===== src/hw/asc_consts.vh =====
// asc_consts.vh: offsets, field positions, reset values and timing counts
// of the converter sequence and clock control block.
// assumes: included by bare name from the design files of this block.
`ifndef ASC_CONSTS_VH
`define ASC_CONSTS_VH

// ****************************************
// register byte offsets
// ****************************************
`define ASC_OFF_SEQ_DBG     8'h00
`define ASC_OFF_RES_TIM     8'h04
`define ASC_OFF_START       8'h08
`define ASC_OFF_STATUS      8'h0c
`define ASC_OFF_VALID       8'h10

// ****************************************
// sequence_and_debug_control fields
// ****************************************
`define ASC_SD_HALT_LO      0
`define ASC_SD_HALT_HI      1
`define ASC_SD_RING         2
`define ASC_SD_SINGLE       3
`define ASC_SD_MASK         8'h0f
`define ASC_SD_RESET        8'h00

// ****************************************
// resolution_timing_prescale fields
// ****************************************
`define ASC_RT_PRS_LSB      0
`define ASC_RT_SMP_LSB      5
`define ASC_RT_RES          7
`define ASC_RT_RESET        8'h01

// ****************************************
// sequence_start_control fields
// ****************************************
`define ASC_SS_EIGHT        6
`define ASC_SS_SCAN         5
`define ASC_SS_MASK         8'h7f
`define ASC_SS_RESET        8'h00

// ****************************************
// sequencer timing, in converter clock periods
// ****************************************
`define ASC_PH1_CYC         4'h2
`define ASC_PH2_CYC         4'h4
`define ASC_BITS_LO         4'h8
`define ASC_BITS_HI         4'ha

// ****************************************
// bus responses
// ****************************************
`define ASC_RESP_OKAY       2'b00
`define ASC_RESP_SLVERR     2'b10

`endif


===== src/hw/asc_prescaler.v =====
// asc_prescaler.v: modulus prescaler plus divide-by-two stage.
// assumes: runs on sys_clk; emits one-cycle enable pulses, no derived clock.
`timescale 1ns/10ps
`default_nettype none

module asc_prescaler #(
	parameter W = 5
) (
	// clock and reset
	input  wire         sys_clk,
	input  wire         rstn,
	// control
	input  wire [W-1:0] prs,
	input  wire         restart,
	// converter clock enable
	output reg          tick
);
	reg [W-1:0] cnt_r;
	reg         half_r;

	always @(posedge sys_clk) begin
		if (!rstn || restart) begin
			cnt_r  <= {W{1'b0}};
			half_r <= 1'b0;
			tick   <= 1'b0;
		end else begin
			tick <= 1'b0;
			if (cnt_r >= prs) begin
				cnt_r  <= {W{1'b0}};
				half_r <= ~half_r;
				tick   <= half_r;
			end else begin
				cnt_r <= cnt_r + {{(W-1){1'b0}}, 1'b1};
			end
		end
	end
endmodule

`default_nettype wire


===== src/hw/asc_valid_flags.v =====
// asc_valid_flags.v: one conversion-complete flag per result register.
// assumes: write strobes come from the sequencer on sys_clk.
`timescale 1ns/10ps
`default_nettype none

module asc_valid_flags #(
	parameter N  = 8,
	parameter AW = 3
) (
	// clock and reset
	input  wire          sys_clk,
	input  wire          rstn,
	// control
	input  wire          clr_all,
	input  wire          wr,
	input  wire [AW-1:0] wr_idx,
	// flags
	output reg  [N-1:0]  flags
);
	integer i;

	always @(posedge sys_clk) begin
		if (!rstn) begin
			flags <= {N{1'b0}};
		end else begin
			for (i = 0; i < N; i = i + 1) begin
				// a write in the clearing cycle still marks its register
				if (wr && wr_idx == i[AW-1:0])
					flags[i] <= 1'b1;
				else if (clr_all)
					flags[i] <= 1'b0;
			end
		end
	end
endmodule

`default_nettype wire


===== src/hw/asc_top.v =====
// asc_top.v: converter sequence, debug freeze and clock control, AXI4-Lite slave.
// assumes: single sys_clk domain; analog side is driven through the adc_* outputs;
// debug_halt comes from the processor debug logic on the same clock.
//
// Local design decisions: the register addresses and the AXI4-Lite register port.
`timescale 1ns/10ps
`default_nettype none
`include "asc_consts.vh"

// Operation
// - halt bits 00: conversions keep running during debug mode
// - halt bits 10: finish current conversion, then pause in debug mode
// - halt bits 11: pause at once while debug mode is active
// - leaving debug mode resumes exactly where the sequencer stopped
// - timing register writes take effect at once
// - timing register write aborts the whole running sequence
// - write to timing or start register begins a fresh sequence
// - resolution bit clear gives 8 bits, set gives 10 bits
// - 8-bit mode uses fewer conversion periods than 10-bit mode
// - final sample phase lasts 2, 4, 8 or 16 converter periods
// - final sample phase follows buffered sample and transfer, input direct
// - prescale field plus one is the bus clock divide modulus
// - prescaler output is halved again to form the converter clock
// - prescale field resets to 00001, quarter of bus clock
// - one conversion-complete flag per result register
// - length 4 by default, 1 with single bit, 8 with eight bit
// - normal: nth result to nth register; ring mode continues and wraps
module asc_top #(
	parameter NREG = 8
) (
	// clock and reset
	input  wire        sys_clk,
	input  wire        rstn,
	// axi4-lite write
	input  wire [7:0]  s_axi_awaddr,
	input  wire        s_axi_awvalid,
	output reg         s_axi_awready,
	input  wire [31:0] s_axi_wdata,
	input  wire [3:0]  s_axi_wstrb,
	input  wire        s_axi_wvalid,
	output reg         s_axi_wready,
	output reg  [1:0]  s_axi_bresp,
	output reg         s_axi_bvalid,
	input  wire        s_axi_bready,
	// axi4-lite read
	input  wire [7:0]  s_axi_araddr,
	input  wire        s_axi_arvalid,
	output reg         s_axi_arready,
	output reg  [31:0] s_axi_rdata,
	output reg  [1:0]  s_axi_rresp,
	output reg         s_axi_rvalid,
	input  wire        s_axi_rready,
	// debug
	input  wire        debug_halt,
	// analog side
	output reg         adc_tick,
	output reg         adc_sample_buf,
	output reg         adc_sample_direct,
	output reg         adc_convert,
	output reg         adc_resolution_select,
	output reg         result_wr,
	output reg  [2:0]  result_idx,
	output reg  [7:0]  valid_flags,
	output reg         seq_busy,
	output reg         seq_done
);
	// ****************************************
	// state
	// ****************************************
	localparam ST_IDLE = 3'd0;
	localparam ST_PH1  = 3'd1;
	localparam ST_PH2  = 3'd2;
	localparam ST_PH3  = 3'd3;
	localparam ST_CONV = 3'd4;

	reg [7:0]  seq_dbg_r;
	reg [7:0]  res_tim_r;
	reg [7:0]  start_r;
	reg [2:0]  st_r;
	reg [4:0]  pcnt_r;
	reg [3:0]  ncnt_r;
	reg [2:0]  ptr_r;
	reg        froz_r;
	reg [7:0]  aw_addr_r;
	reg        aw_have_r;
	reg [31:0] w_data_r;
	reg [3:0]  w_strb_r;
	reg        w_have_r;
	reg        restart_r;

	wire       tick;
	wire [7:0] flags;

	// ****************************************
	// decoded fields
	// ****************************************
	wire       halt_hi = seq_dbg_r[`ASC_SD_HALT_HI];
	wire       halt_lo = seq_dbg_r[`ASC_SD_HALT_LO];
	wire       ring    = seq_dbg_r[`ASC_SD_RING];
	wire [1:0] smp     = res_tim_r[`ASC_RT_SMP_LSB+1:`ASC_RT_SMP_LSB];
	wire       resolution_select   = res_tim_r[`ASC_RT_RES];
	wire       scan    = start_r[`ASC_SS_SCAN];

	wire [3:0] seq_len = start_r[`ASC_SS_EIGHT] ? 4'h8 :
		(seq_dbg_r[`ASC_SD_SINGLE] ? 4'h1 : 4'h4);
	wire [4:0] ph3_len = 5'h02 << smp;
	wire [4:0] conv_len = {1'b0, resolution_select ? `ASC_BITS_HI : `ASC_BITS_LO};

	// ****************************************
	// bus write
	// ****************************************
	wire do_wr  = aw_have_r && w_have_r && !s_axi_bvalid;
	wire wr_sd  = do_wr && aw_addr_r == `ASC_OFF_SEQ_DBG;
	wire wr_rt  = do_wr && aw_addr_r == `ASC_OFF_RES_TIM;
	wire wr_ss  = do_wr && aw_addr_r == `ASC_OFF_START;
	wire wr_ok  = wr_sd || wr_rt || wr_ss ||
		(do_wr && (aw_addr_r == `ASC_OFF_STATUS || aw_addr_r == `ASC_OFF_VALID));
	wire kick   = (wr_rt || wr_ss) && w_strb_r[0];

	always @(posedge sys_clk) begin
		if (!rstn) begin
			s_axi_awready <= 1'b1;
			s_axi_wready  <= 1'b1;
			s_axi_bvalid  <= 1'b0;
			s_axi_bresp   <= `ASC_RESP_OKAY;
			aw_have_r     <= 1'b0;
			w_have_r      <= 1'b0;
			aw_addr_r     <= 8'h00;
			w_data_r      <= 32'h0000_0000;
			w_strb_r      <= 4'h0;
			seq_dbg_r     <= `ASC_SD_RESET;
			res_tim_r     <= `ASC_RT_RESET;
			start_r       <= `ASC_SS_RESET;
		end else begin
			if (s_axi_awvalid && s_axi_awready) begin
				aw_addr_r     <= {s_axi_awaddr[7:2], 2'b00};
				aw_have_r     <= 1'b1;
				s_axi_awready <= 1'b0;
			end
			if (s_axi_wvalid && s_axi_wready) begin
				w_data_r     <= s_axi_wdata;
				w_strb_r     <= s_axi_wstrb;
				w_have_r     <= 1'b1;
				s_axi_wready <= 1'b0;
			end
			if (do_wr) begin
				s_axi_bvalid <= 1'b1;
				s_axi_bresp  <= wr_ok ? `ASC_RESP_OKAY : `ASC_RESP_SLVERR;
				aw_have_r    <= 1'b0;
				w_have_r     <= 1'b0;
				if (w_strb_r[0]) begin
					if (wr_sd)
						seq_dbg_r <= w_data_r[7:0] & `ASC_SD_MASK;
					if (wr_rt)
						res_tim_r <= w_data_r[7:0];
					if (wr_ss)
						start_r <= w_data_r[7:0] & `ASC_SS_MASK;
				end
			end
			if (s_axi_bvalid && s_axi_bready) begin
				s_axi_bvalid  <= 1'b0;
				s_axi_awready <= 1'b1;
				s_axi_wready  <= 1'b1;
			end
		end
	end

	// ****************************************
	// bus read
	// ****************************************
	reg [31:0] rd_mux;
	reg        rd_hit;
	always @* begin
		rd_hit = 1'b1;
		case ({s_axi_araddr[7:2], 2'b00})
			`ASC_OFF_SEQ_DBG: rd_mux = {24'h000000, seq_dbg_r};
			`ASC_OFF_RES_TIM: rd_mux = {24'h000000, res_tim_r};
			`ASC_OFF_START:   rd_mux = {24'h000000, start_r};
			`ASC_OFF_STATUS:  rd_mux = {20'h00000, froz_r, ptr_r, ncnt_r, 1'b0, st_r};
			`ASC_OFF_VALID:   rd_mux = {24'h000000, flags};
			default: begin
				rd_mux = 32'h0000_0000;
				rd_hit = 1'b0;
			end
		endcase
	end

	always @(posedge sys_clk) begin
		if (!rstn) begin
			s_axi_arready <= 1'b1;
			s_axi_rvalid  <= 1'b0;
			s_axi_rdata   <= 32'h0000_0000;
			s_axi_rresp   <= `ASC_RESP_OKAY;
		end else if (s_axi_arvalid && s_axi_arready) begin
			s_axi_arready <= 1'b0;
			s_axi_rvalid  <= 1'b1;
			s_axi_rdata   <= rd_mux;
			s_axi_rresp   <= rd_hit ? `ASC_RESP_OKAY : `ASC_RESP_SLVERR;
		end else if (s_axi_rvalid && s_axi_rready) begin
			s_axi_rvalid  <= 1'b0;
			s_axi_arready <= 1'b1;
		end
	end

	// ****************************************
	// converter clock
	// ****************************************
	// restart keeps a fresh sequence aligned to the new divide ratio
	always @(posedge sys_clk) begin
		if (!rstn)
			restart_r <= 1'b0;
		else
			restart_r <= wr_rt;
	end

	asc_prescaler #(.W(5)) u_prs (
		.sys_clk (sys_clk),
		.rstn    (rstn),
		.prs     (res_tim_r[`ASC_RT_PRS_LSB+4:`ASC_RT_PRS_LSB]),
		.restart (restart_r),
		.tick    (tick)
	);

	// ****************************************
	// debug freeze
	// ****************************************
	// 01 is treated like 00; its effect is left open to software
	wire at_conv_end = st_r == ST_CONV && pcnt_r == 5'h01;
	// code 10 lets the conversion-ending tick through, then holds
	wire soft_mode   = debug_halt && halt_hi && !halt_lo;
	wire freeze_now  = debug_halt && halt_hi && halt_lo;
	wire freeze_soft = soft_mode && (froz_r || st_r == ST_IDLE);
	wire frozen      = freeze_now || freeze_soft;
	wire step        = tick && !frozen && st_r != ST_IDLE;

	always @(posedge sys_clk) begin
		if (!rstn)
			froz_r <= 1'b0;
		else
			froz_r <= debug_halt && (frozen || (soft_mode && at_conv_end && step));
	end

	// ****************************************
	// sequencer
	// ****************************************
	wire last = ncnt_r == seq_len - 4'h1;
	wire [2:0] ptr_inc = (ptr_r == NREG - 1) ? 3'd0 : ptr_r + 3'd1;

	always @(posedge sys_clk) begin
		if (!rstn) begin
			st_r      <= ST_IDLE;
			pcnt_r    <= 5'h00;
			ncnt_r    <= 4'h0;
			ptr_r     <= 3'd0;
			result_idx <= 3'd0;
			result_wr <= 1'b0;
			seq_done  <= 1'b0;
		end else begin
			result_wr <= 1'b0;
			seq_done  <= 1'b0;
			if (kick) begin
				st_r   <= ST_PH1;
				pcnt_r <= {1'b0, `ASC_PH1_CYC};
				ncnt_r <= 4'h0;
				if (!ring)
					ptr_r <= 3'd0;
			end else if (step) begin
				if (pcnt_r > 5'h01) begin
					pcnt_r <= pcnt_r - 5'h01;
				end else begin
					case (st_r)
						ST_PH1: begin
							st_r   <= ST_PH2;
							pcnt_r <= {1'b0, `ASC_PH2_CYC};
						end
						ST_PH2: begin
							st_r   <= ST_PH3;
							pcnt_r <= ph3_len;
						end
						ST_PH3: begin
							st_r   <= ST_CONV;
							pcnt_r <= conv_len;
						end
						ST_CONV: begin
							result_wr  <= 1'b1;
							result_idx <= ptr_r;
							ptr_r      <= ptr_inc;
							if (last) begin
								seq_done <= 1'b1;
								ncnt_r   <= 4'h0;
								if (!ring)
									ptr_r <= 3'd0;
								st_r   <= scan ? ST_PH1 : ST_IDLE;
								pcnt_r <= {1'b0, `ASC_PH1_CYC};
							end else begin
								ncnt_r <= ncnt_r + 4'h1;
								st_r   <= ST_PH1;
								pcnt_r <= {1'b0, `ASC_PH1_CYC};
							end
						end
						default: st_r <= ST_IDLE;
					endcase
				end
			end
		end
	end

	asc_valid_flags #(.N(8), .AW(3)) u_flags (
		.sys_clk (sys_clk),
		.rstn    (rstn),
		.clr_all (kick),
		.wr      (result_wr),
		.wr_idx  (result_idx),
		.flags   (flags)
	);

	// ****************************************
	// registered analog controls
	// ****************************************
	always @(posedge sys_clk) begin
		if (!rstn) begin
			adc_tick          <= 1'b0;
			adc_sample_buf    <= 1'b0;
			adc_sample_direct <= 1'b0;
			adc_convert       <= 1'b0;
			adc_resolution_select         <= 1'b0;
			seq_busy          <= 1'b0;
			valid_flags       <= 8'h00;
		end else begin
			adc_tick          <= step;
			adc_sample_buf    <= st_r == ST_PH1 || st_r == ST_PH2;
			adc_sample_direct <= st_r == ST_PH3;
			adc_convert       <= st_r == ST_CONV;
			adc_resolution_select         <= resolution_select;
			seq_busy          <= st_r != ST_IDLE;
			valid_flags       <= flags;
		end
	end
endmodule

`default_nettype wire


===== config.mk =====
export PLATFORM = sky130hd
export DESIGN_NAME = asc_top
export DESIGN_NICKNAME = d
export VERILOG_FILES = /design/src/hw/asc_prescaler.v /design/src/hw/asc_valid_flags.v /design/src/hw/asc_top.v
export VERILOG_INCLUDE_DIRS = /design/src /design/src/hw
export SDC_FILE = /design/constraint.sdc
export NUM_CORES = 1
export LEC_CHECK = 0
export BUFFER_PORTS_ARGS = -buffer_cell sky130_fd_sc_hd__buf_2
export CAP_MARGIN = 20
export CORE_AREA = 3 3 102 104
export DETAILED_ROUTE_END_ITERATION = 10
export DIE_AREA = 0 0 105 107
export PLACE_DENSITY = 0.8
export SETUP_SLACK_MARGIN = 0.05
export SLEW_MARGIN = 20
export SYNTH_ARGS = -nofsm -noshare
export SYNTH_HDL_FRONTEND = slang
export SYNTH_SLANG_ARGS = --single-unit

===== constraint.sdc =====
create_clock -name sys_clk -period 3.5 [get_ports sys_clk]
set_input_delay 0.35 -clock sys_clk [delete_from_list [all_inputs] [get_ports sys_clk]]
set_output_delay 0.35 -clock sys_clk [all_outputs]
set_load 0.005 [all_outputs]

Word level (Yosys, flattened, before mapping)
Cells that the tools add are included.

Register bits: 128. Input port bits: 60.

Add/subtract/negate cells: 5. Magnitude comparators: 2. Equality and inequality tests: 24. Shifts and indexed selects: 1. Muxes and demuxes: 41. Bitwise gates (word level): 7. Reductions and logical operators: 80.

Operator list (count): $pmux W12 S5 (1); $logic_and A1 B1 Y1 (30); $mux W3 (9); $eq A6 B2 Y1 const B (4); $reduce_bool A2 Y1 (11); $mux W1 (21); $pmux W5 S4 (1); $eq A3 B3 Y1 const B (6); $eq A3 B2 Y1 const B (4); $eq A6 B1 Y1 const B (2); $eq A6 B3 Y1 const B (2); $pmux W3 S4 (1); $reduce_and A3 Y1 (4); $logic_or A1 B1 Y1 (10); $mux W2 (5); $reduce_or A2 Y1 (5); $reduce_or A5 Y1 (2); $logic_not A8 Y1 (1); $mux W4 (2); $reduce_and A2 Y1 (4); $reduce_and A4 Y1 (2); $not A1 Y1 (7); $eq A3 B1 Y1 const B (2); $logic_not A3 Y1 (2); other kinds (18) (22).

Longest topological paths before layout
Gate-level depths: netlist of the first run.

Depth in word-level cells: 10. Depth in mapped cells: 7. Mapped depth without buffers: 7.

Cells and area by module
Synthesis of the first run repeated with hierarchy kept, for this count alone.

Cell total of the unflattened synthesis: 554. Area total of the unflattened synthesis: 4974.8 µm².

By module, submodules not included: asc_top (instances 1, cells an instance 479, area an instance 4214.0 µm²); asc_prescaler (instances 1, cells an instance 43, area an instance 411.6 µm²); asc_valid_flags (instances 1, cells an instance 32, area an instance 349.1 µm²).

Worst setup path before layout of the first run
OpenSTA, ideal clock, no wires.

Path kind: reg2reg. Start: reg pcnt_r[1]. End: reg pcnt_r[3]. Arrival time: 1.597 ns. Data required time: 3.430 ns. Path slack: 1.833 ns. Stages on the path, launching flop included: 7. Buffers on the path: 0. Period minus slack after synthesis: 1.667 ns. Path through: dfxtp_1 > inv_1 > ha_1 > o21a_4 > a31o_2 > or3_1 > a21oi_1.

Cells in the longest elaborated chain, start to end: 3.

Ends and longest elaborated chain: start, declared (RTL line asc_top.v:80) `reg [4:0] pcnt_r;`; start signal, assigned (RTL line asc_top.v:263) `` pcnt_r <= {1'b0, `ASC_PH1_CYC}; ``; start signal, assigned (RTL line asc_top.v:269) `pcnt_r <= pcnt_r - 5'h01;`; start signal, assigned (RTL line asc_top.v:274) `` pcnt_r <= {1'b0, `ASC_PH2_CYC}; ``; $gt A5 B1 Y1 (RTL line asc_top.v:268) `if (pcnt_r > 5'h01) begin`; $reduce_bool A5 Y1 (no source line); $reduce_and A2 Y1 (no source line).

Parallel ways exist; a longest one is shown, timed or not. A chain may end at the register's enable or synchronous reset.

Worst setup path after layout of the first run
Start: reg st_r[0]. End: reg ptr_r[2].

Cells in the longest elaborated chain, start to end: 9.

Ends and longest elaborated chain: start, declared (RTL line asc_top.v:79) `reg [2:0] st_r;`; start signal, assigned (RTL line asc_top.v:293) `st_r <= scan ? ST_PH1 : ST_IDLE;`; $logic_not A3 Y1 (RTL line asc_top.v:232) `wire freeze_soft = soft_mode && (froz_r || st_r == ST_IDLE);`; $logic_or A1 B1 Y1 (RTL line asc_top.v:232); $logic_and A1 B1 Y1 (RTL line asc_top.v:232); $logic_or A1 B1 Y1 (RTL line asc_top.v:233) `wire frozen = freeze_now || freeze_soft;`; $logic_not A1 Y1 (RTL line asc_top.v:234) `wire step = tick && !frozen && st_r != ST_IDLE;`; $logic_and A1 B1 Y1 (2 in a row) (RTL line asc_top.v:234); $reduce_bool A2 Y1 (no source line); $reduce_and A4 Y1 (no source line) (*); end signal, assigned (RTL line asc_top.v:287) `ptr_r <= ptr_inc;`; end, declared (RTL line asc_top.v:82) `reg [2:0] ptr_r;`.

Mark *: on every way between the ends. The rest lies on a longest branch, timed or not.

==> impl_metrics.xml, run 1 <==
<?xml version="1.0" encoding="UTF-8"?>
<metrics>
  <group name="global_routing">
    <metric name="number_of_antenna_violations_at_the_first_check_in_global_routing" unit="">0</metric>
    <metric name="groute.usage.overall" unit="%">18.99</metric>
    <metric name="global_route_wire_length_before_repair" unit="um">17430</metric>
    <metric name="first_global_vias" unit="">3705</metric>
    <metric name="grt_start_max_net_pins" unit="">61</metric>
    <metric name="global_route.overflow_total" unit="">0</metric>
  </group>
  <group name="worst_setup_path">
    <metric name="crit_fanout" unit="">16</metric>
    <metric name="depth_of_the_worst_register_to_register_path" unit="">5</metric>
    <metric name="start_kind" unit="">register</metric>
    <metric name="crit_path_end_kind" unit="">register</metric>
    <metric name="crit_arrival" unit="ns">2.41</metric>
    <metric name="worst-setup-path-type" unit="">reg -&gt; reg</metric>
    <metric name="critPathRequiredTime" unit="ns">3.81</metric>
  </group>
  <group name="power">
    <metric name="peak_supply_drop" unit="uV">321.8</metric>
    <metric name="total_leakage_power" unit="nW">2.122</metric>
    <metric name="totalPowerFinal" unit="mW">2.288</metric>
    <metric name="powerDensity" unit="nW/um^2">438.0</metric>
  </group>
  <group name="timing">
    <metric name="fin_skew" unit="ns">0.007694</metric>
    <metric name="worst_hold_slack" unit="ns">0.1854</metric>
    <metric name="final-setup-viol-count" unit="">0</metric>
    <metric name="max_freq" unit="MHz">476.2</metric>
    <metric name="setup_total_negative_slack" unit="ns">0</metric>
    <metric name="final_hold_viol_count" unit="">0</metric>
    <metric name="fin_crit_sh" unit="%">60.00</metric>
    <metric name="worst_slew_margin_relative_to_its_limit" unit="%">58.14</metric>
    <metric name="drv_slew" unit="">0</metric>
    <metric name="finalWorstSetupSlack" unit="ns">1.400</metric>
    <metric name="grt_setup_unrepaired" unit="">no</metric>
    <metric name="worst_slew_pin_slew" unit="ns">0.6279</metric>
    <metric name="layout_min_cycle_time" unit="ns">2.100</metric>
  </group>
  <group name="hold_path">
    <metric name="hold_path_depth" unit="">2</metric>
    <metric name="holdCritPathClass" unit="">in -&gt; reg</metric>
  </group>
  <group name="finish">
    <metric name="stdcell_area" unit="um^2">5225</metric>
    <metric name="final_layout_size_suffix_gt1_share" unit="%">17.67</metric>
    <metric name="num_antenna_cells" unit="">0</metric>
    <metric name="finish.utilization" unit="%">54.21</metric>
    <metric name="syn_to_final_growth" unit="%">10.04</metric>
    <metric name="final_net_count" unit="">649</metric>
    <metric name="finish.cell_count_without_fillers" unit="">716</metric>
  </group>
  <group name="drt">
    <metric name="dr.first_iter.drc_count" unit="">199</metric>
    <metric name="route.met2.wl" unit="um">5102</metric>
    <metric name="wl_met1" unit="um">4662</metric>
    <metric name="dr_total_vias" unit="">3785</metric>
    <metric name="routedWlPerCell" unit="um">14.53</metric>
    <metric name="top_layer" unit="">met4</metric>
    <metric name="totalWireLength" unit="um">10400</metric>
    <metric name="dr.pass1.iters" unit="">4</metric>
    <metric name="count_of_unresolved_drc_violations_after_routing" unit="">0</metric>
    <metric name="avgViaCountPerCell" unit="">5.286</metric>
    <metric name="wl_met3" unit="um">501</metric>
    <metric name="drt.antenna.violating_nets" unit="">0</metric>
  </group>
  <group name="logic_synthesis">
    <metric name="ys_async_sr_fraction" unit="%">0</metric>
    <metric name="syn_inst" unit="">528</metric>
    <metric name="synth.ff_latch_count" unit="">106</metric>
    <metric name="synth-seq-area-share" unit="%">44.69</metric>
    <metric name="syn-cell-area" unit="um^2">4748</metric>
    <metric name="synthDistinctLibCells" unit="">61</metric>
    <metric name="synthesis.yosys.warnings" unit="">0</metric>
    <metric name="synth_edf_count" unit="">0</metric>
    <metric name="syn-mean-instance-area" unit="um^2">8.993</metric>
    <metric name="ys_dominant_reg_cell" unit="">sky130_fd_sc_hd__dfxtp_1</metric>
  </group>
  <group name="die">
    <metric name="core_area" unit="um^2">9639</metric>
    <metric name="pin_count" unit="">120</metric>
    <metric name="chip_height" unit="um">107</metric>
    <metric name="die_width" unit="um">105</metric>
    <metric name="start_util" unit="%">49.26</metric>
    <metric name="die_area" unit="um^2">11240</metric>
    <metric name="rows" unit="">36</metric>
  </group>
  <group name="cts">
    <metric name="clock_insertion_delay_worst_skew" unit="ns">0.37</metric>
    <metric name="cell_chosen_for_the_clock_root" unit="">sky130_fd_sc_hd__clkbuf_8</metric>
    <metric name="number_of_buffers_added_to_fix_hold_violations_after_cts" unit="">0</metric>
    <metric name="post_cts.repair.setup_buffers" unit="">0</metric>
    <metric name="postCtsResizedCells" unit="">0</metric>
    <metric name="clock_tree_from_tritoncts" unit="">done</metric>
    <metric name="clk_pin_slew_worst_paths" unit="ns">0.10</metric>
    <metric name="maximum_clock_path_buffer_count" unit="">2</metric>
    <metric name="numClockSinks" unit="">106</metric>
    <metric name="cts_buffers" unit="">9</metric>
    <metric name="htree_num_levels" unit="">3</metric>
  </group>
  <group name="place">
    <metric name="detailed_place.area" unit="um^2">5017</metric>
    <metric name="place_ws" unit="ns">1.482</metric>
    <metric name="numPortBuffers" unit="">66</metric>
    <metric name="post_detailed_placement_half_perimeter_wirelength" unit="um">7553</metric>
    <metric name="dp.cells" unit="">700</metric>
    <metric name="gp_routability_congestion" unit="">0.8435</metric>
  </group>
  <group name="outcome">
    <metric name="outcome" unit="">finished, final reports clean</metric>
  </group>
  <group name="job">
    <metric name="maxCapViolCount" unit="">0</metric>
  </group>
</metrics>
-- worst max-delay path, stage by stage (launching register included) --
cell and delay (ns):
sky130_fd_sc_hd__dfxtp_1 0.50, sky130_fd_sc_hd__and4bb_2 0.38, sky130_fd_sc_hd__o2111ai_1 0.26, sky130_fd_sc_hd__nor2b_1 0.46, sky130_fd_sc_hd__o31ai_1 0.24, sky130_fd_sc_hd__o22ai_1 0.21
-- routing by layer --
layer  global-route usage (%)  up-vias
li1                         -     1909
met1                    23.57     1762
met2                    33.09      101
met3                    4.094       13
met4                    5.717        0
met5                        0        -
-- state kept, by name, summed over array words and instances (netlist names), 4 cells and up --
| name | count |
|---|---|
| s_axi_rdata | 12 |
| res_tim_r | 8 |
| u_flags.flags | 8 |
| valid_flags | 8 |
| w_data_r | 8 |
| start_r | 7 |
| aw_addr_r | 6 |
| pcnt_r | 5 |
| u_prs.cnt_r | 5 |
| ncnt_r | 4 |
| seq_dbg_r | 4 |
-- worst paths after layout --
path,startpoint,endpoint,slack (ns)
worst min-delay path,s_axi_wvalid,s_axi_wready,0.19
worst max register to register,st_r[0],ptr_r[2],1.40
worst min register to register,restart_r,u_prs.half_r,0.43
worst max-delay path,st_r[0],ptr_r[2],1.40
-- Yosys cell counts (2+ instances only) --
cell type                   instances  area (um^2)
sky130_fd_sc_hd__nand3_1           19        95.09
sky130_fd_sc_hd__a32o_1             6        60.06
sky130_fd_sc_hd__a221oi_1           4        35.03
sky130_fd_sc_hd__o22ai_1            3        18.77
sky130_fd_sc_hd__nand3b_1           3        22.52
sky130_fd_sc_hd__nor3b_1            6        45.04
sky130_fd_sc_hd__o21bai_1           2        15.01
sky130_fd_sc_hd__clkbuf_1          17        63.81
sky130_fd_sc_hd__nand2b_1           5        31.28
sky130_fd_sc_hd__nand4_1            2        12.51
sky130_fd_sc_hd__and3_1             4        25.02
sky130_fd_sc_hd__nand2_1           54        202.7
sky130_fd_sc_hd__clkbuf_2           2        10.01
sky130_fd_sc_hd__mux2_2             6        67.56
sky130_fd_sc_hd__buf_4             24        180.2
sky130_fd_sc_hd__o31ai_1            6        45.04
sky130_fd_sc_hd__nand4b_1           2        17.52
sky130_fd_sc_hd__nor2_1            47        176.4
sky130_fd_sc_hd__o211ai_1           2        15.01
sky130_fd_sc_hd__clkbuf_8           2        27.53
sky130_fd_sc_hd__and3b_1            2        17.52
sky130_fd_sc_hd__a22oi_1           12        90.09
sky130_fd_sc_hd__o21ai_0           15        75.07
sky130_fd_sc_hd__or3_1              4        25.02
sky130_fd_sc_hd__ha_1              11        137.6
sky130_fd_sc_hd__and2_1            14        87.58
sky130_fd_sc_hd__buf_2              2        10.01
sky130_fd_sc_hd__dfxtp_1          106         2122
sky130_fd_sc_hd__a211oi_1           4        30.03
sky130_fd_sc_hd__mux2i_1           22        220.2
sky130_fd_sc_hd__nor3_1            11        55.05
sky130_fd_sc_hd__nor2b_1            3        18.77
sky130_fd_sc_hd__inv_1             17        63.81
sky130_fd_sc_hd__a21oi_1           46        230.2
sky130_fd_sc_hd__o41ai_1            2        17.52
sky130_fd_sc_hd__o2111ai_1          2        17.52
sky130_fd_sc_hd__a31oi_1            6        37.54
sky130_fd_sc_hd__buf_6              3        33.78
sky130_fd_sc_hd__or2_1              2        12.51
sky130_fd_sc_hd__xnor2_1            3        26.28
sky130_fd_sc_hd__a21o_1             3        22.52
sky130_fd_sc_hd__xor2_1             3        26.28
-- report_power, final --
part	total (mW)	switching (mW)	internal, mW
sequential	1.28	0.0392	1.24
clock	0.779	0.436	0.343
combinational	0.225	0.134	0.0910
-- cells in the final DEF, fill, tap and decap left out, types with 3 or more instances in the layout --
cell	count
sky130_fd_sc_hd__a211oi_1	4
sky130_fd_sc_hd__buf_2	66
sky130_fd_sc_hd__nand3b_1	3
sky130_fd_sc_hd__a31oi_1	6
sky130_fd_sc_hd__nor3_1	11
sky130_fd_sc_hd__inv_1	17
sky130_fd_sc_hd__a21o_1	3
sky130_fd_sc_hd__or3_1	4
sky130_fd_sc_hd__mux2i_1	22
sky130_fd_sc_hd__a32o_1	6
sky130_fd_sc_hd__dfxtp_1	106
sky130_fd_sc_hd__ha_1	11
sky130_fd_sc_hd__nor2b_1	3
sky130_fd_sc_hd__o31ai_1	6
sky130_fd_sc_hd__xor2_1	3
sky130_fd_sc_hd__xnor2_1	3
sky130_fd_sc_hd__mux2_2	6
sky130_fd_sc_hd__buf_4	3
sky130_fd_sc_hd__o22ai_1	3
sky130_fd_sc_hd__clkbuf_8	9
sky130_fd_sc_hd__and3_1	4
sky130_fd_sc_hd__nand2b_1	5
sky130_fd_sc_hd__a21oi_1	46
sky130_fd_sc_hd__o21ai_0	15
sky130_fd_sc_hd__and2_1	14
sky130_fd_sc_hd__nor2_1	47
sky130_fd_sc_hd__nor3b_1	6
sky130_fd_sc_hd__nand2_1	54
sky130_fd_sc_hd__a221oi_1	4
sky130_fd_sc_hd__nand3_1	19
sky130_fd_sc_hd__conb_1	22
sky130_fd_sc_hd__a22oi_1	12
-- cell families after synthesis --
| family | share of synthesized area, % |
|---|---|
| XOR/XNOR | 1.107 |
| flip-flops | 44.69 |
| AO/OA/AOI/OAI | 16.15 |
| multiplexers | 6.060 |
| AND/OR/NAND/NOR | 20.66 |
| other | 0.07898 |
| adder cells (fa/ha/maj) | 2.899 |
| buffers and inverters | 8.353 |
-- layout make-up --
type                            instances  area, um^2
Sequential cell                       106        2122
Clock inverter                          7       83.83
Fill cell                             925        4414
Multi-Input combinational cell        374        2308
Inverter                               18       67.56
Tap cell                              133       166.4
Timing Repair Buffer                   69       352.8
Clock buffer                            9       123.9
No activity file was read; power rests on OpenSTA's default activity.
==> run 2, diff against run 1 <==
clock period = 2.03 ns   (was 3.5 ns; I/O delays follow)
==> run 2 against run 1 <==
Against the previous run:
- sequential cell count unchanged
- count of clock-buffer cells in the layout unchanged
- largest power group unchanged
- die area unchanged
- power up 69%
- sequential share of layout area down 0.37 points
- wire length up 4.0%
- worst hold slack worse by 0.16 ns
- critical path type unchanged
- fmax up 12%
- via count up 4.0%
- clock power up 62%
- non-clock buffer count up 8
- design area up 0.91%
==> impl_metrics.xml, run 2 (synthesis results as in run 1) <==
<?xml version="1.0" encoding="UTF-8"?>
<metrics>
  <group name="place">
    <metric name="gp_routability_congestion" unit="">0.8648</metric>
    <metric name="place_ws" unit="ns">0.1818</metric>
    <metric name="dp.cells" unit="">708</metric>
    <metric name="post_detailed_placement_half_perimeter_wirelength" unit="um">8012</metric>
    <metric name="numPortBuffers" unit="">66</metric>
  </group>
  <group name="worst_setup_path">
    <metric name="crit_fanout" unit="">8</metric>
    <metric name="critical_path.cell_chain" unit="">inv_1, ha_1, o21a_4, a31o_2, or3_1, a21oi_1</metric>
    <metric name="crit_path_end_kind" unit="">register</metric>
    <metric name="crit_arrival" unit="ns">2.19</metric>
    <metric name="slowest_stage" unit="">sky130_fd_sc_hd__dfxtp_1</metric>
    <metric name="critical-path-max-stage-delay" unit="ns">0.41</metric>
    <metric name="critPathRequiredTime" unit="ns">2.34</metric>
    <metric name="worst-setup-path-type" unit="">reg -&gt; reg</metric>
    <metric name="start_kind" unit="">register</metric>
  </group>
  <group name="finish">
    <metric name="finish.cell_count_without_fillers" unit="">724</metric>
    <metric name="largest_reg_flops" unit="">12</metric>
    <metric name="final_net_count" unit="">657</metric>
    <metric name="most_frequent_standard_cell_in_the_layout_excluding_fill_and_tap_cells" unit="">sky130_fd_sc_hd__dfxtp_1</metric>
    <metric name="num_antenna_cells" unit="">0</metric>
    <metric name="most_used_cells_in_the_layout_excluding_fill_and_tap_cells" unit="">sky130_fd_sc_hd__dfxtp_1, sky130_fd_sc_hd__buf_2, sky130_fd_sc_hd__nand2_1</metric>
    <metric name="final_layout_size_suffix_gt1_share" unit="%">18.95</metric>
    <metric name="largest-register" unit="">s_axi_rdata</metric>
    <metric name="syn_to_final_growth" unit="%">11.04</metric>
  </group>
  <group name="power">
    <metric name="power.share.combinational" unit="%">10.3</metric>
    <metric name="reported_net_switching_power" unit="mW">1.077</metric>
    <metric name="total_leakage_power" unit="nW">2.161</metric>
    <metric name="totalPowerFinal" unit="mW">3.877</metric>
    <metric name="powerDensity" unit="nW/um^2">735.2</metric>
    <metric name="peak_supply_drop" unit="uV">555.0</metric>
    <metric name="clkPwrFrac" unit="%">32.6</metric>
    <metric name="swShare" unit="%">27.78</metric>
    <metric name="p_int" unit="mW">2.800</metric>
    <metric name="seq_power_share" unit="%">57.1</metric>
  </group>
  <group name="global_routing">
    <metric name="global_route.overflow_total" unit="">0</metric>
    <metric name="number_of_antenna_violations_at_the_first_check_in_global_routing" unit="">0</metric>
    <metric name="first_global_vias" unit="">3600</metric>
    <metric name="groute.usage.overall" unit="%">18.83</metric>
    <metric name="grt_start_max_net_pins" unit="">48</metric>
    <metric name="global_route_wire_length_before_repair" unit="um">17250</metric>
  </group>
  <group name="timing">
    <metric name="drv_slew" unit="">0</metric>
    <metric name="fin_skew" unit="ns">0.01058</metric>
    <metric name="max_freq" unit="MHz">532.6</metric>
    <metric name="fin_crit_sh" unit="%">92.49</metric>
    <metric name="layout_min_cycle_time" unit="ns">1.877</metric>
    <metric name="final_hold_viol_count" unit="">0</metric>
    <metric name="worst_slew_pin_slew" unit="ns">0.5953</metric>
    <metric name="final-setup-viol-count" unit="">0</metric>
    <metric name="grt_setup_unrepaired" unit="">yes</metric>
    <metric name="worst_hold_slack" unit="ns">0.02181</metric>
    <metric name="finalWorstSetupSlack" unit="ns">0.1525</metric>
    <metric name="setup_total_negative_slack" unit="ns">0</metric>
    <metric name="worst_slew_margin_relative_to_its_limit" unit="%">60.27</metric>
  </group>
  <group name="die">
    <metric name="chip_height" unit="um">107</metric>
    <metric name="die_area" unit="um^2">11240</metric>
    <metric name="core_area" unit="um^2">9639</metric>
    <metric name="die_width" unit="um">105</metric>
    <metric name="pin_count" unit="">120</metric>
    <metric name="start_util" unit="%">49.26</metric>
    <metric name="rows" unit="">36</metric>
  </group>
  <group name="cts">
    <metric name="post_cts.repair.setup_buffers" unit="">0</metric>
    <metric name="clk_pin_slew_worst_paths" unit="ns">0.11</metric>
    <metric name="cell_chosen_for_the_clock_root" unit="">sky130_fd_sc_hd__clkbuf_8</metric>
    <metric name="clock_insertion_delay_worst_skew" unit="ns">0.37</metric>
    <metric name="maximum_clock_path_buffer_count" unit="">2</metric>
    <metric name="clock_tree_from_tritoncts" unit="">done</metric>
    <metric name="htree_num_levels" unit="">3</metric>
    <metric name="number_of_buffers_added_to_fix_hold_violations_after_cts" unit="">0</metric>
    <metric name="cts_buffers" unit="">9</metric>
    <metric name="postCtsResizedCells" unit="">0</metric>
    <metric name="numClockSinks" unit="">106</metric>
  </group>
  <group name="job">
    <metric name="maxCapViolCount" unit="">0</metric>
  </group>
  <group name="drt">
    <metric name="dr_total_vias" unit="">3938</metric>
    <metric name="count_of_unresolved_drc_violations_after_routing" unit="">0</metric>
    <metric name="avgViaCountPerCell" unit="">5.439</metric>
    <metric name="dr.first_iter.drc_count" unit="">196</metric>
    <metric name="drt.antenna.violating_nets" unit="">0</metric>
    <metric name="dr.pass1.iters" unit="">5</metric>
    <metric name="routedWlPerCell" unit="um">14.95</metric>
    <metric name="totalWireLength" unit="um">10820</metric>
  </group>
  <group name="outcome">
    <metric name="outcome" unit="">finished, final reports clean</metric>
  </group>
  <group name="hold_path">
    <metric name="holdCritPathClass" unit="">in -&gt; reg</metric>
  </group>
</metrics>
-- run 2: cell types whose count changed in the layout (fill, tap and decap cells not counted) --
| cell | previous run | this run |
|---|---|---|
| sky130_fd_sc_hd__bufinv_16 | 1 | 0 |
| sky130_fd_sc_hd__buf_4 | 3 | 11 |
| sky130_fd_sc_hd__or3_4 | 0 | 1 |
| sky130_fd_sc_hd__clkinvlp_4 | 1 | 0 |
| sky130_fd_sc_hd__inv_8 | 1 | 2 |
| sky130_fd_sc_hd__inv_6 | 2 | 3 |
| sky130_fd_sc_hd__or3_1 | 4 | 3 |
-- run 2: critical path: cells and delay by family, from the launching register on --
kind | cells | cell delay, ns
AO/OA/AOI/OAI | 3 | 0.67
buffers and inverters | 1 | 0.08
adder cells (fa/ha/maj) | 1 | 0.25
AND/OR/NAND/NOR | 1 | 0.39
flip-flops | 1 | 0.41
-- run 2: worst paths after layout --
check	startpoint	endpoint	slack, ns	depth (start not counted)
max	pcnt_r[1]	pcnt_r[3]	0.15	6
min	s_axi_wvalid	s_axi_wready	0.02	2
max reg2reg	pcnt_r[1]	pcnt_r[3]	0.15	6
min reg2reg	s_axi_rdata[8]	s_axi_rdata[8]	0.46	2
-- run 2: layer usage --
metal  track usage [%]  part of all wire (%)
met5                 0                     0
met4             4.124                   1.2
met3             5.238                   5.3
met2             33.46                    50
met1             22.71                    44
-- run 2: power by group through the flow --
| stage | clock (mW) | sequential [mW] | combinational [mW] |
|---|---|---|---|
| final | 1.26 | 2.21 | 0.401 |
| after global routing | 1.37 | 2.22 | 0.457 |
| after CTS | 1.28 | 2.21 | 0.393 |
| after detailed placement | 0 | 2.26 | 0.390 |
| after global placement | 0 | 2.25 | 0.372 |
| after floorplan | 0 | 2.24 | 0.313 |
-- run 2: layout make-up --
class	count	area, um^2
fill	893	4367
multi-input combinational	374	2313
sequential	106	2122
timing repair buffer	77	412.9
tap	133	166.4
clock buffer	9	123.9
inverter	18	67.56
clock inverter	7	66.31
-- run 2: metrics by stage --
step	area (um^2)	util [%]
after CTS	5268	54.65
final	5273	54.70
after floorplan	4827	-
after global routing	5273	54.70
after global placement	5077	52.67
after detailed placement	5077	52.67
